===== src/verilog/timer16_cc_pkg.sv =====
// Constants and state type for the 16-bit timer compare, capture and interrupt block
package timer16_cc_pkg;

  // Register word offsets (byte address = offset * 4)
  localparam logic [5:0] CMP_A_LO_IDX  = 6'h00;
  localparam logic [5:0] CMP_A_HI_IDX  = 6'h01;
  localparam logic [5:0] CMP_B_LO_IDX  = 6'h02;
  localparam logic [5:0] CMP_B_HI_IDX  = 6'h03;
  localparam logic [5:0] CAP_LO_IDX    = 6'h04;
  localparam logic [5:0] CAP_HI_IDX    = 6'h05;
  localparam logic [5:0] IEN_IDX       = 6'h06;
  localparam logic [5:0] FLAGS_IDX     = 6'h07;
  localparam logic [5:0] CTRL_IDX      = 6'h08;

  // Enable and flag bit positions
  localparam int CAP_BIT = 5;
  localparam int CMPA_BIT = 4;
  localparam int CMPB_BIT = 3;
  localparam int OVF_BIT = 2;
  localparam int RSVD_BIT = 1;
  localparam logic [7:0] IEN_WMASK  = 8'hFD;
  localparam logic [7:0] FLAG_MASK  = 8'h3C;

  // Control register field positions
  localparam int CTRL_MODE_LSB = 0;
  localparam int CTRL_EDGE_BIT = 4;
  localparam int CTRL_SRC_BIT = 5;
  localparam int CTRL_FRCA_BIT = 6;
  localparam int CTRL_FRCB_BIT = 7;

  // Reset values and fixed count limits
  localparam logic [15:0] CMP_RESET   = 16'h0000;
  localparam logic [15:0] CAP_RESET   = 16'h0000;
  localparam logic [7:0]  BYTE_RESET  = 8'h00;
  localparam logic [31:0] WORD_RESET  = 32'h0000_0000;
  localparam logic [15:0] CNT_MAX     = 16'hFFFF;
  localparam logic [15:0] CNT_BOTTOM  = 16'h0000;
  localparam logic [15:0] TOP_8BIT    = 16'h00FF;
  localparam logic [15:0] TOP_9BIT    = 16'h01FF;
  localparam logic [15:0] TOP_10BIT   = 16'h03FF;

  // Counter behaviour classes derived from the waveform mode
  typedef enum logic [1:0] {
    CLS_NONPWM = 2'b00,
    CLS_FAST   = 2'b01,
    CLS_PHASE  = 2'b10,
    CLS_NONE   = 2'b11
  } mode_class_t;

  // Whole state of the block, registered as one word
  typedef struct packed {
    logic [15:0] cmp_a;
    logic [15:0] cmp_b;
    logic [15:0] cap;
    logic [7:0]  temp;
    logic [7:0]  snap_hi;
    logic [7:0]  ien;
    logic [7:0]  flags;
    logic [3:0]  wmode;
    logic        edge_sel;
    logic        cap_src;
    logic        cap_s1;
    logic        cap_s2;
    logic        ac_s1;
    logic        ac_s2;
    logic        trig_prev;
    logic        match_a_q;
    logic        match_b_q;
    logic        block_pend;
    logic        cmp_a_evt;
    logic        cmp_b_evt;
    logic        cap_top;
    logic        irq;
    logic [31:0] prdata;
    logic        pready;
    logic        pslverr;
  } timer_state_t;

endpackage


===== src/verilog/timer16_compare_capture_irq.sv =====
// Compare, capture and interrupt flag logic of a 16-bit timer, APB register slave
//
// The implementer's own choices: register access over APB and the placing of the registers.
`timescale 1ns/1ps

// Overview of operation
// - Both compare registers are compared with the counter on each timer tick not blocked by a counter write; a match drives that channel's event output.
// - A write to a compare high byte goes to the shared byte latch and both bytes load together on the low-byte write.
// - Each selected edge on the capture pin, or on the comparator input when chosen, copies the counter into the capture register.
// - Reading the capture low byte places its matching high byte in the shared latch, which the following high-byte read returns.
// - In the modes that pick it, the capture register is the counter's upper limit and is offered as such.
// - The interrupt is raised when a flag, its enable bit (capture 5, compare A 4, compare B 3, overflow 2) and the global enable are all set.
// - A capture event sets the capture flag at bit 5 of the flag register.
// - When the capture register is the upper limit, the capture flag is set when the counter reaches that limit.
// - Executing an interrupt vector clears the matching flag.
// - Writing a one to a flag bit clears it and writing zero leaves it alone.
// - The compare A flag at bit 4 sets in the timer cycle after the counter equals compare A.
// - The compare B flag at bit 3 sets in the timer cycle after the counter equals compare B.
// - In non-PWM modes a force strobe acts on the channel output like a match but never sets the match flag.
// - Overflow flag bit 2 sets on overflow in normal and clear-on-match modes, and at the mode's own point otherwise.
// - While the capture register is the upper limit the capture input is disconnected.
// - The edge select bit picks falling edges at zero and rising edges at one.
module timer16_compare_capture_irq (
  input  wire logic        pclk,              // APB and timer clock
  input  wire logic        presetn,           // Asynchronous reset, active low
  input  wire logic        psel,              // APB select
  input  wire logic        penable,           // APB access phase
  input  wire logic        pwrite,            // APB write
  input  wire logic [7:0]  paddr,             // APB byte address
  input  wire logic [31:0] pwdata,            // APB write data
  output logic      [31:0] prdata,            // APB read data
  output logic             pready,            // APB ready
  output logic             pslverr,           // APB error, unmapped address
  input  wire logic [15:0] counter_value,     // Counter value, same clock
  input  wire logic        timer_tick,        // Timer clock enable pulse
  input  wire logic        counter_write,     // CPU wrote the counter
  input  wire logic        capture_input_pin, // Capture pin, asynchronous
  input  wire logic        comparator_out,    // Analog comparator, asynchronous
  input  wire logic        global_irq_enable, // CPU global interrupt enable
  input  wire logic [3:0]  vector_ack,        // Vector executed: cap, A, B, ovf
  output logic             irq,               // Interrupt request level
  output logic             compare_a_event,   // Channel A match or force pulse
  output logic             compare_b_event,   // Channel B match or force pulse
  output logic             capture_top_select,// Capture register is the limit
  output logic      [15:0] capture_value      // Capture register contents
);

  timer16_cc_pkg::timer_state_t s;
  timer16_cc_pkg::timer_state_t n;

  logic        setup;
  logic        wr_done;
  logic        rd_done;
  logic [5:0]  idx;
  logic        mapped;
  logic [7:0]  rd_mux;
  logic        trig;
  logic        edge_hit;
  logic        cap_evt;
  logic        cap_top_hit;
  logic        ovf_evt;
  logic        nonpwm;
  logic        force_a;
  logic        force_b;
  logic [15:0] top_val;
  logic [7:0]  clr_mask;
  logic [7:0]  set_mask;
  timer16_cc_pkg::mode_class_t cls;

  // Mode classes follow the waveform mode table
  function automatic timer16_cc_pkg::mode_class_t class_of(input logic [3:0] m);
    unique case (m)
      4'h0, 4'h4, 4'hC:
        class_of = timer16_cc_pkg::CLS_NONPWM;
      4'h5, 4'h6, 4'h7, 4'hE, 4'hF:
        class_of = timer16_cc_pkg::CLS_FAST;
      4'h1, 4'h2, 4'h3, 4'h8, 4'h9, 4'hA, 4'hB:
        class_of = timer16_cc_pkg::CLS_PHASE;
      default:
        class_of = timer16_cc_pkg::CLS_NONE;
    endcase
  endfunction

  function automatic logic cap_is_top(input logic [3:0] m);
    cap_is_top = (m == 4'h8) || (m == 4'hA) || (m == 4'hC) || (m == 4'hE);
  endfunction

  assign setup   = psel & ~penable;
  assign wr_done = psel & penable & s.pready & pwrite;
  assign rd_done = psel & penable & s.pready & ~pwrite;
  assign idx     = paddr[7:2];
  assign cls     = class_of(s.wmode);
  assign nonpwm  = (cls == timer16_cc_pkg::CLS_NONPWM);

  // Upper count limit per mode; capture register where selected
  always_comb
  begin
    unique case (s.wmode)
      4'h1, 4'h5:
        top_val = timer16_cc_pkg::TOP_8BIT;
      4'h2, 4'h6:
        top_val = timer16_cc_pkg::TOP_9BIT;
      4'h3, 4'h7:
        top_val = timer16_cc_pkg::TOP_10BIT;
      4'h4, 4'h9, 4'hB, 4'hF:
        top_val = s.cmp_a;
      4'h8, 4'hA, 4'hC, 4'hE:
        top_val = s.cap;
      default:
        top_val = timer16_cc_pkg::CNT_MAX;
    endcase
  end

  // Read mux; compare registers read directly, capture high comes from the latch
  always_comb
  begin
    mapped = 1'b1;
    rd_mux = timer16_cc_pkg::BYTE_RESET;
    unique case (idx)
      timer16_cc_pkg::CMP_A_LO_IDX: rd_mux = s.cmp_a[7:0];
      timer16_cc_pkg::CMP_A_HI_IDX: rd_mux = s.cmp_a[15:8];
      timer16_cc_pkg::CMP_B_LO_IDX: rd_mux = s.cmp_b[7:0];
      timer16_cc_pkg::CMP_B_HI_IDX: rd_mux = s.cmp_b[15:8];
      timer16_cc_pkg::CAP_LO_IDX:   rd_mux = s.cap[7:0];
      timer16_cc_pkg::CAP_HI_IDX:   rd_mux = s.temp;
      timer16_cc_pkg::IEN_IDX:      rd_mux = s.ien;
      timer16_cc_pkg::FLAGS_IDX:    rd_mux = s.flags;
      timer16_cc_pkg::CTRL_IDX:     rd_mux = {2'b00, s.cap_src, s.edge_sel, s.wmode};
      default:                      mapped = 1'b0;
    endcase
  end

  // Capture trigger path; only synchronised copies are looked at
  assign trig        = s.cap_src ? s.ac_s2 : s.cap_s2;
  assign edge_hit    = s.edge_sel ? (trig & ~s.trig_prev) : (~trig & s.trig_prev);
  assign cap_evt     = edge_hit & ~cap_is_top(s.wmode);
  assign cap_top_hit = cap_is_top(s.wmode) & timer_tick & (counter_value == s.cap);

  // Overflow point depends on the counting class
  always_comb
  begin
    unique case (cls)
      timer16_cc_pkg::CLS_NONPWM:
        ovf_evt = timer_tick & (counter_value == timer16_cc_pkg::CNT_MAX);
      timer16_cc_pkg::CLS_FAST:
        ovf_evt = timer_tick & (counter_value == top_val);
      timer16_cc_pkg::CLS_PHASE:
        ovf_evt = timer_tick & (counter_value == timer16_cc_pkg::CNT_BOTTOM);
      default:
        ovf_evt = 1'b0;
    endcase
  end

  // Force strobes only act in non-PWM modes
  assign force_a = wr_done & (idx == timer16_cc_pkg::CTRL_IDX) & nonpwm
                   & pwdata[timer16_cc_pkg::CTRL_FRCA_BIT];
  assign force_b = wr_done & (idx == timer16_cc_pkg::CTRL_IDX) & nonpwm
                   & pwdata[timer16_cc_pkg::CTRL_FRCB_BIT];

  // Flag clears: software write-one and vector execution
  always_comb
  begin
    clr_mask = timer16_cc_pkg::BYTE_RESET;
    if (wr_done && idx == timer16_cc_pkg::FLAGS_IDX)
    begin
      clr_mask = pwdata[7:0];
    end
    clr_mask[timer16_cc_pkg::CAP_BIT]  = clr_mask[timer16_cc_pkg::CAP_BIT] | vector_ack[3];
    clr_mask[timer16_cc_pkg::CMPA_BIT] = clr_mask[timer16_cc_pkg::CMPA_BIT] | vector_ack[2];
    clr_mask[timer16_cc_pkg::CMPB_BIT] = clr_mask[timer16_cc_pkg::CMPB_BIT] | vector_ack[1];
    clr_mask[timer16_cc_pkg::OVF_BIT]  = clr_mask[timer16_cc_pkg::OVF_BIT] | vector_ack[0];
  end

  // Flag sets; match flags use the registered match, so force never reaches them
  always_comb
  begin
    set_mask = timer16_cc_pkg::BYTE_RESET;
    set_mask[timer16_cc_pkg::CAP_BIT]  = cap_evt | cap_top_hit;
    set_mask[timer16_cc_pkg::CMPA_BIT] = s.match_a_q;
    set_mask[timer16_cc_pkg::CMPB_BIT] = s.match_b_q;
    set_mask[timer16_cc_pkg::OVF_BIT]  = ovf_evt;
  end

  always_comb
  begin
    n = s;

    // Two-stage synchronisers for the asynchronous inputs
    n.cap_s1    = capture_input_pin;
    n.cap_s2    = s.cap_s1;
    n.ac_s1     = comparator_out;
    n.ac_s2     = s.ac_s1;
    n.trig_prev = trig;

    // Register writes, taken on the completing APB edge
    if (wr_done)
    begin
      unique case (idx)
        timer16_cc_pkg::CMP_A_LO_IDX: n.cmp_a = {s.temp, pwdata[7:0]};
        timer16_cc_pkg::CMP_B_LO_IDX: n.cmp_b = {s.temp, pwdata[7:0]};
        timer16_cc_pkg::CAP_LO_IDX:   n.cap   = {s.temp, pwdata[7:0]};
        timer16_cc_pkg::CMP_A_HI_IDX,
        timer16_cc_pkg::CMP_B_HI_IDX,
        timer16_cc_pkg::CAP_HI_IDX:   n.temp  = pwdata[7:0];
        timer16_cc_pkg::IEN_IDX:      n.ien   = pwdata[7:0] & timer16_cc_pkg::IEN_WMASK;
        timer16_cc_pkg::CTRL_IDX:
        begin
          n.wmode    = pwdata[timer16_cc_pkg::CTRL_MODE_LSB +: 4];
          n.edge_sel = pwdata[timer16_cc_pkg::CTRL_EDGE_BIT];
          n.cap_src  = pwdata[timer16_cc_pkg::CTRL_SRC_BIT];
        end
        default:
        begin
        end
      endcase
    end

    // Low-byte read hands the snapshot high byte to the latch
    if (rd_done && idx == timer16_cc_pkg::CAP_LO_IDX)
    begin
      n.temp = s.snap_hi;
    end

    // A capture event wins over a CPU write in the same cycle
    if (cap_evt)
    begin
      n.cap = counter_value;
    end

    // Counter writes block the match on the next timer tick
    if (counter_write)
    begin
      n.block_pend = 1'b1;
    end
    else if (timer_tick)
    begin
      n.block_pend = 1'b0;
    end
    n.match_a_q = timer_tick & ~s.block_pend & (counter_value == s.cmp_a);
    n.match_b_q = timer_tick & ~s.block_pend & (counter_value == s.cmp_b);
    n.cmp_a_evt = s.match_a_q | force_a;
    n.cmp_b_evt = s.match_b_q | force_b;

    // Set wins over a clear in the same cycle
    n.flags   = ((s.flags & ~clr_mask) | set_mask) & timer16_cc_pkg::FLAG_MASK;
    n.irq     = global_irq_enable & |(n.flags & n.ien);
    n.cap_top = cap_is_top(n.wmode);

    // No wait state; ready and read data come from flip-flops loaded in the setup cycle
    n.pready  = setup;
    n.pslverr = setup & ~mapped;
    n.prdata  = setup ? {24'h00_0000, rd_mux} : timer16_cc_pkg::WORD_RESET;
    if (setup)
    begin
      n.snap_hi = s.cap[15:8];
    end
  end

  always_ff @(posedge pclk or negedge presetn)
  begin
    if (!presetn)
    begin
      s <= '0;
    end
    else
    begin
      s <= n;
    end
  end

  assign prdata             = s.prdata;
  assign pready             = s.pready;
  assign pslverr            = s.pslverr;
  assign irq                = s.irq;
  assign compare_a_event    = s.cmp_a_evt;
  assign compare_b_event    = s.cmp_b_evt;
  assign capture_top_select = s.cap_top;
  assign capture_value      = s.cap;
endmodule


===== config.mk =====
export PLATFORM = sky130hd
export DESIGN_NAME = timer16_compare_capture_irq
export DESIGN_NICKNAME = d
export VERILOG_FILES = /design/src/verilog/timer16_cc_pkg.sv /design/src/verilog/timer16_compare_capture_irq.sv
export SDC_FILE = /design/constraint.sdc
export NUM_CORES = 1
export LEC_CHECK = 0
export BUFFER_PORTS_ARGS = -buffer_cell sky130_fd_sc_hd__buf_2
export CAP_MARGIN = 20
export CORE_MARGIN = 3
export CORE_UTILIZATION = 42
export CTS_BUF_LIST = sky130_fd_sc_hd__clkbuf_16
export DETAILED_ROUTE_END_ITERATION = 8
export GPL_TIMING_DRIVEN = 0
export PLACE_DENSITY = 0.66
export SLEW_MARGIN = 20
export SYNTH_ARGS = -nofsm -noshare
export SYNTH_HDL_FRONTEND = slang
export SYNTH_SLANG_ARGS = --single-unit

===== constraint.sdc =====
create_clock -name pclk -period 2.2 [get_ports pclk]
set_input_delay 0.22 -clock pclk [delete_from_list [all_inputs] [get_ports pclk]]
set_output_delay 0.22 -clock pclk [all_outputs]
set_load 0.01 [all_outputs]

==> results.tsv <==
stage	metric	value	unit
clocking	cts_tree	done	
finish	num-fill-cells	1382	
timing	period_needed	2.34	ns
timing	rsz0062_at_grt	yes	
synthesis	ys_types	65	
timing	fmax	427	MHz
clocking	htree_levels	3	
clocking	cts_made_buffers	9	
global_routing	grt_max_degree	54	
floorplan	initial_core_util	43.3	%
critical_path	rrSetupSlack	-0.14	ns
synthesis	yosysTopAreaCellShare	40.5	%
timing	hold_violations	0	
hold_path	holdCritStartpoint	counter_write	
finish	nets	781	
routing	ant_nets	0	
placed_design	dpl.hpwl	15600	microns
hold_path	hold_depth	2	
clocking	path_clk_slew	0.07	ns
synthesis	yosys_most_used_dff	dfrtp_1	
critical_path	path_cells	mux2_4, or3_4, a211oi_2, a211oi_1, a211o_1, or2_1, o41ai_2	
finish	syn2layout_area_growth	19.0	%
floorplan	rows	44	
timing	tightestPinTransition	1.06	ns
finish	multi_input_area	0.00342	sq mm
placed_design	gp_congestion	0.966	
routing	wl	21000	microns
floorplan	num_io_pins	124	
timing	finalSetupTns	-0.142	ns
global_routing	grt_pass1_wl	31400	microns
synthesis	synth-seq-area-share	40.5	%
floorplan	die_h	129	microns
timing	drv_slew	0	
critical_path	critPathMaxStageDelay	0.47	ns
power_and_ir_drop	max-vdd-ir-drop	0.000477	V
routing	wl_per_cell	23.4	microns
timing	setup_viol	1	
synthesis	synth-seq-cells	103	
critical_path	crit_required	2.44	ns
timing	slew_headroom	29.2	%
critical_path	worst-path-max-fanout	5	
finish	drive_gt1_share	35.1	%
finish	layout_commonest_cell	dfrtp_1	
routing	vias	5354	
routing	first_iter_violations	548	
synthesis	synth-edff-count	0	
floorplan	core-area	0.0147	sq mm
timing	fin_crit_sh	106	%
critical_path	r2r_end	irq	
critical_path	endpoint_kind	flip-flop	
critical_path	crit_slowest_cell	dfrtp_2	
finish	final_cell_mix	dfrtp_1, buf_2, mux2_2	
global_routing	antenna_found_initial	0	
status	outcome	finished, violations left	
power_and_ir_drop	p_leak	3.59	nW
hold_path	hold_path.class	in2reg	
routing	drc	0	
placed_design	dp_slack	-0.601	ns
clocking	clkSinkCount	103	
synthesis	yosysTopAreaCell	dfrtp_1	
status	violations	setup timing	
critical_path	start_kind	flip-flop	
critical_path	reg2regPathDepth	7	
global_routing	grt_pass1_vias	5203	
placed_design	io_buffers	57	
routing	drtPass1Iterations	5	
timing	fin_skew	0.0107	ns
finish	ff_latch_area	0.00258	sq mm
synthesis	synth_cells	612	
clocking	clk_path_buf_depth	2	
hold_path	min_to	s[38]	
synthesis	synth_async_sr_flop_share	100	%
timing	setup_ws	-0.142	ns
flow_run	cap_violations	0	
synthesis	synth.avg_cell_area	10.4	sq um
clocking	clock_latency	0.36	ns
synthesis	synth.area.top_cells	dfrtp_1, mux2_2, buf_4	
global_routing	grtUsageTotal	25.6	%
critical_path	crit_type	reg2reg	
power_and_ir_drop	power.density	604	mW/mm^2
synthesis	yosys_warnings	0	
floorplan	die_w	129	microns
clocking	root_buffer	clkbuf_16	
synthesis	syn_area	0.00637	sq mm
finish	antenna_cells	0	
global_routing	grt_overflow	0	
critical_path	worstReg2RegStart	s[48]	
floorplan	dieArea	0.0167	sq mm
critical_path	arrival	2.58	ns
routing	viasPerCell	5.96	
## layout make-up
type	count	share of cell area, %
multi-input combinational	422	45.1
buffer	91	7.76
tap	184	3.04
timing repair buffer	66	5.07
inverter	18	0.891
clock inverter	6	1.12
sequential	103	34.0
clock buffer	9	2.97
## synthesized netlist by cell type, types with 2 or more instances
cell type  number
a2111oi_0       2
a211o_1         2
a211oi_1        3
a21o_1          4
a21oi_1        34
a221oi_1        3
a222oi_1        2
a22oi_1        16
a31o_2          4
a31oi_1         2
and2_1          2
and3_1          2
buf_1           5
buf_2          10
buf_4          48
clkbuf_1       28
dfrtp_1       103
inv_1          18
mux2_2         58
mux2_4          2
mux2i_1        30
mux4_2         12
nand2_1        22
nand2b_1        6
nand3_1         9
nand3b_1        5
nand4_1        13
nor2_1         32
nor2b_1        18
nor3_1          9
nor3b_1         2
nor4_1         11
nor4b_2         2
o211ai_1        2
o21ai_0         9
o21ai_1         2
o221ai_1        6
o22a_1          2
o22ai_1         2
or4_1           3
xnor2_1        18
xor2_1         26
## power by group
| part | switching [mW] | internal, mW | total [mW] |
|---|---|---|---|
| Combinational | 0.387 | 0.337 | 0.723 |
| Clock | 0.727 | 0.989 | 1.72 |
| Sequential | 0.152 | 1.99 | 2.14 |
## worst max-delay path by stage
stage,startpoint,endpoint,cells after the start
final,s[48],irq,7
after detailed placement,paddr[3],compare_a_event,7
after global routing,s[48],irq,7
after global placement,paddr[3],compare_a_event,7
after floorplan,pready,irq,9
after CTS,s[48],irq,8
## per-stage QoR
step / util (%) / power, mW / hold slack [ns] / instance area (sq um) / cells
after floorplan: - / 2.55 / -0.0756 / 6460 / 635
after global placement: 47.4 / 2.84 / 0.329 / 6970 / 876
after detailed placement: 47.7 / 2.86 / 0.201 / 7010 / 877
after CTS: 50.8 / 4.58 / 0.0371 / 7460 / 899
after global routing: 51.6 / 4.74 / 0.0389 / 7580 / 899
final: 51.6 / 4.58 / 0.0380 / 7580 / 899
## registers in the layout, summed over array words and instances, names as in the netlist
register / cells
s: 71
compare_b_event: 1
irq: 1
pready: 1
capture_top_select: 1
n: 2
pslverr: 1
capture_value: 16
compare_a_event: 1
prdata: 8
## logic make-up after synthesis
logic type	count (synthesis)	share of synthesized area [%]
AO/OA/AOI/OAI	108	11.7
multiplexers	102	19.7
buffers and inverters	110	9.63
other	1	0.0589
AND/OR/NAND/NOR	144	12.4
XOR/XNOR	44	6.05
flip-flops	103	40.5
## layer usage
| layer | vias up | track usage [%] | wire [microns] |
|---|---|---|---|
| met3 | 56 | 5.36 | 1780 |
| met4 | 0 | 9.20 | 738 |
| met1 | 2682 | 35.4 | 8790 |
| met5 | - | 0 | 0 |
| met2 | 279 | 39.9 | 9750 |
| li1 | 2337 | - | - |
## critical path, delay by kind of cell, from the launching register on
family	cells	cell delay, ns
compound gates	4	0.85
simple gates	2	0.57
flops	1	0.47
mux	1	0.33
## repair_timing
item                                    CTS  global route
pin swaps                                 7             7
gates cloned                              1             0
hold endpoints to repair                 52             0
gates resized for setup                  29            34
hold buffers                              3             0
endpoints found under the setup margin   30            26
setup buffers                             3             1
(Power assumes the default switching activity.)
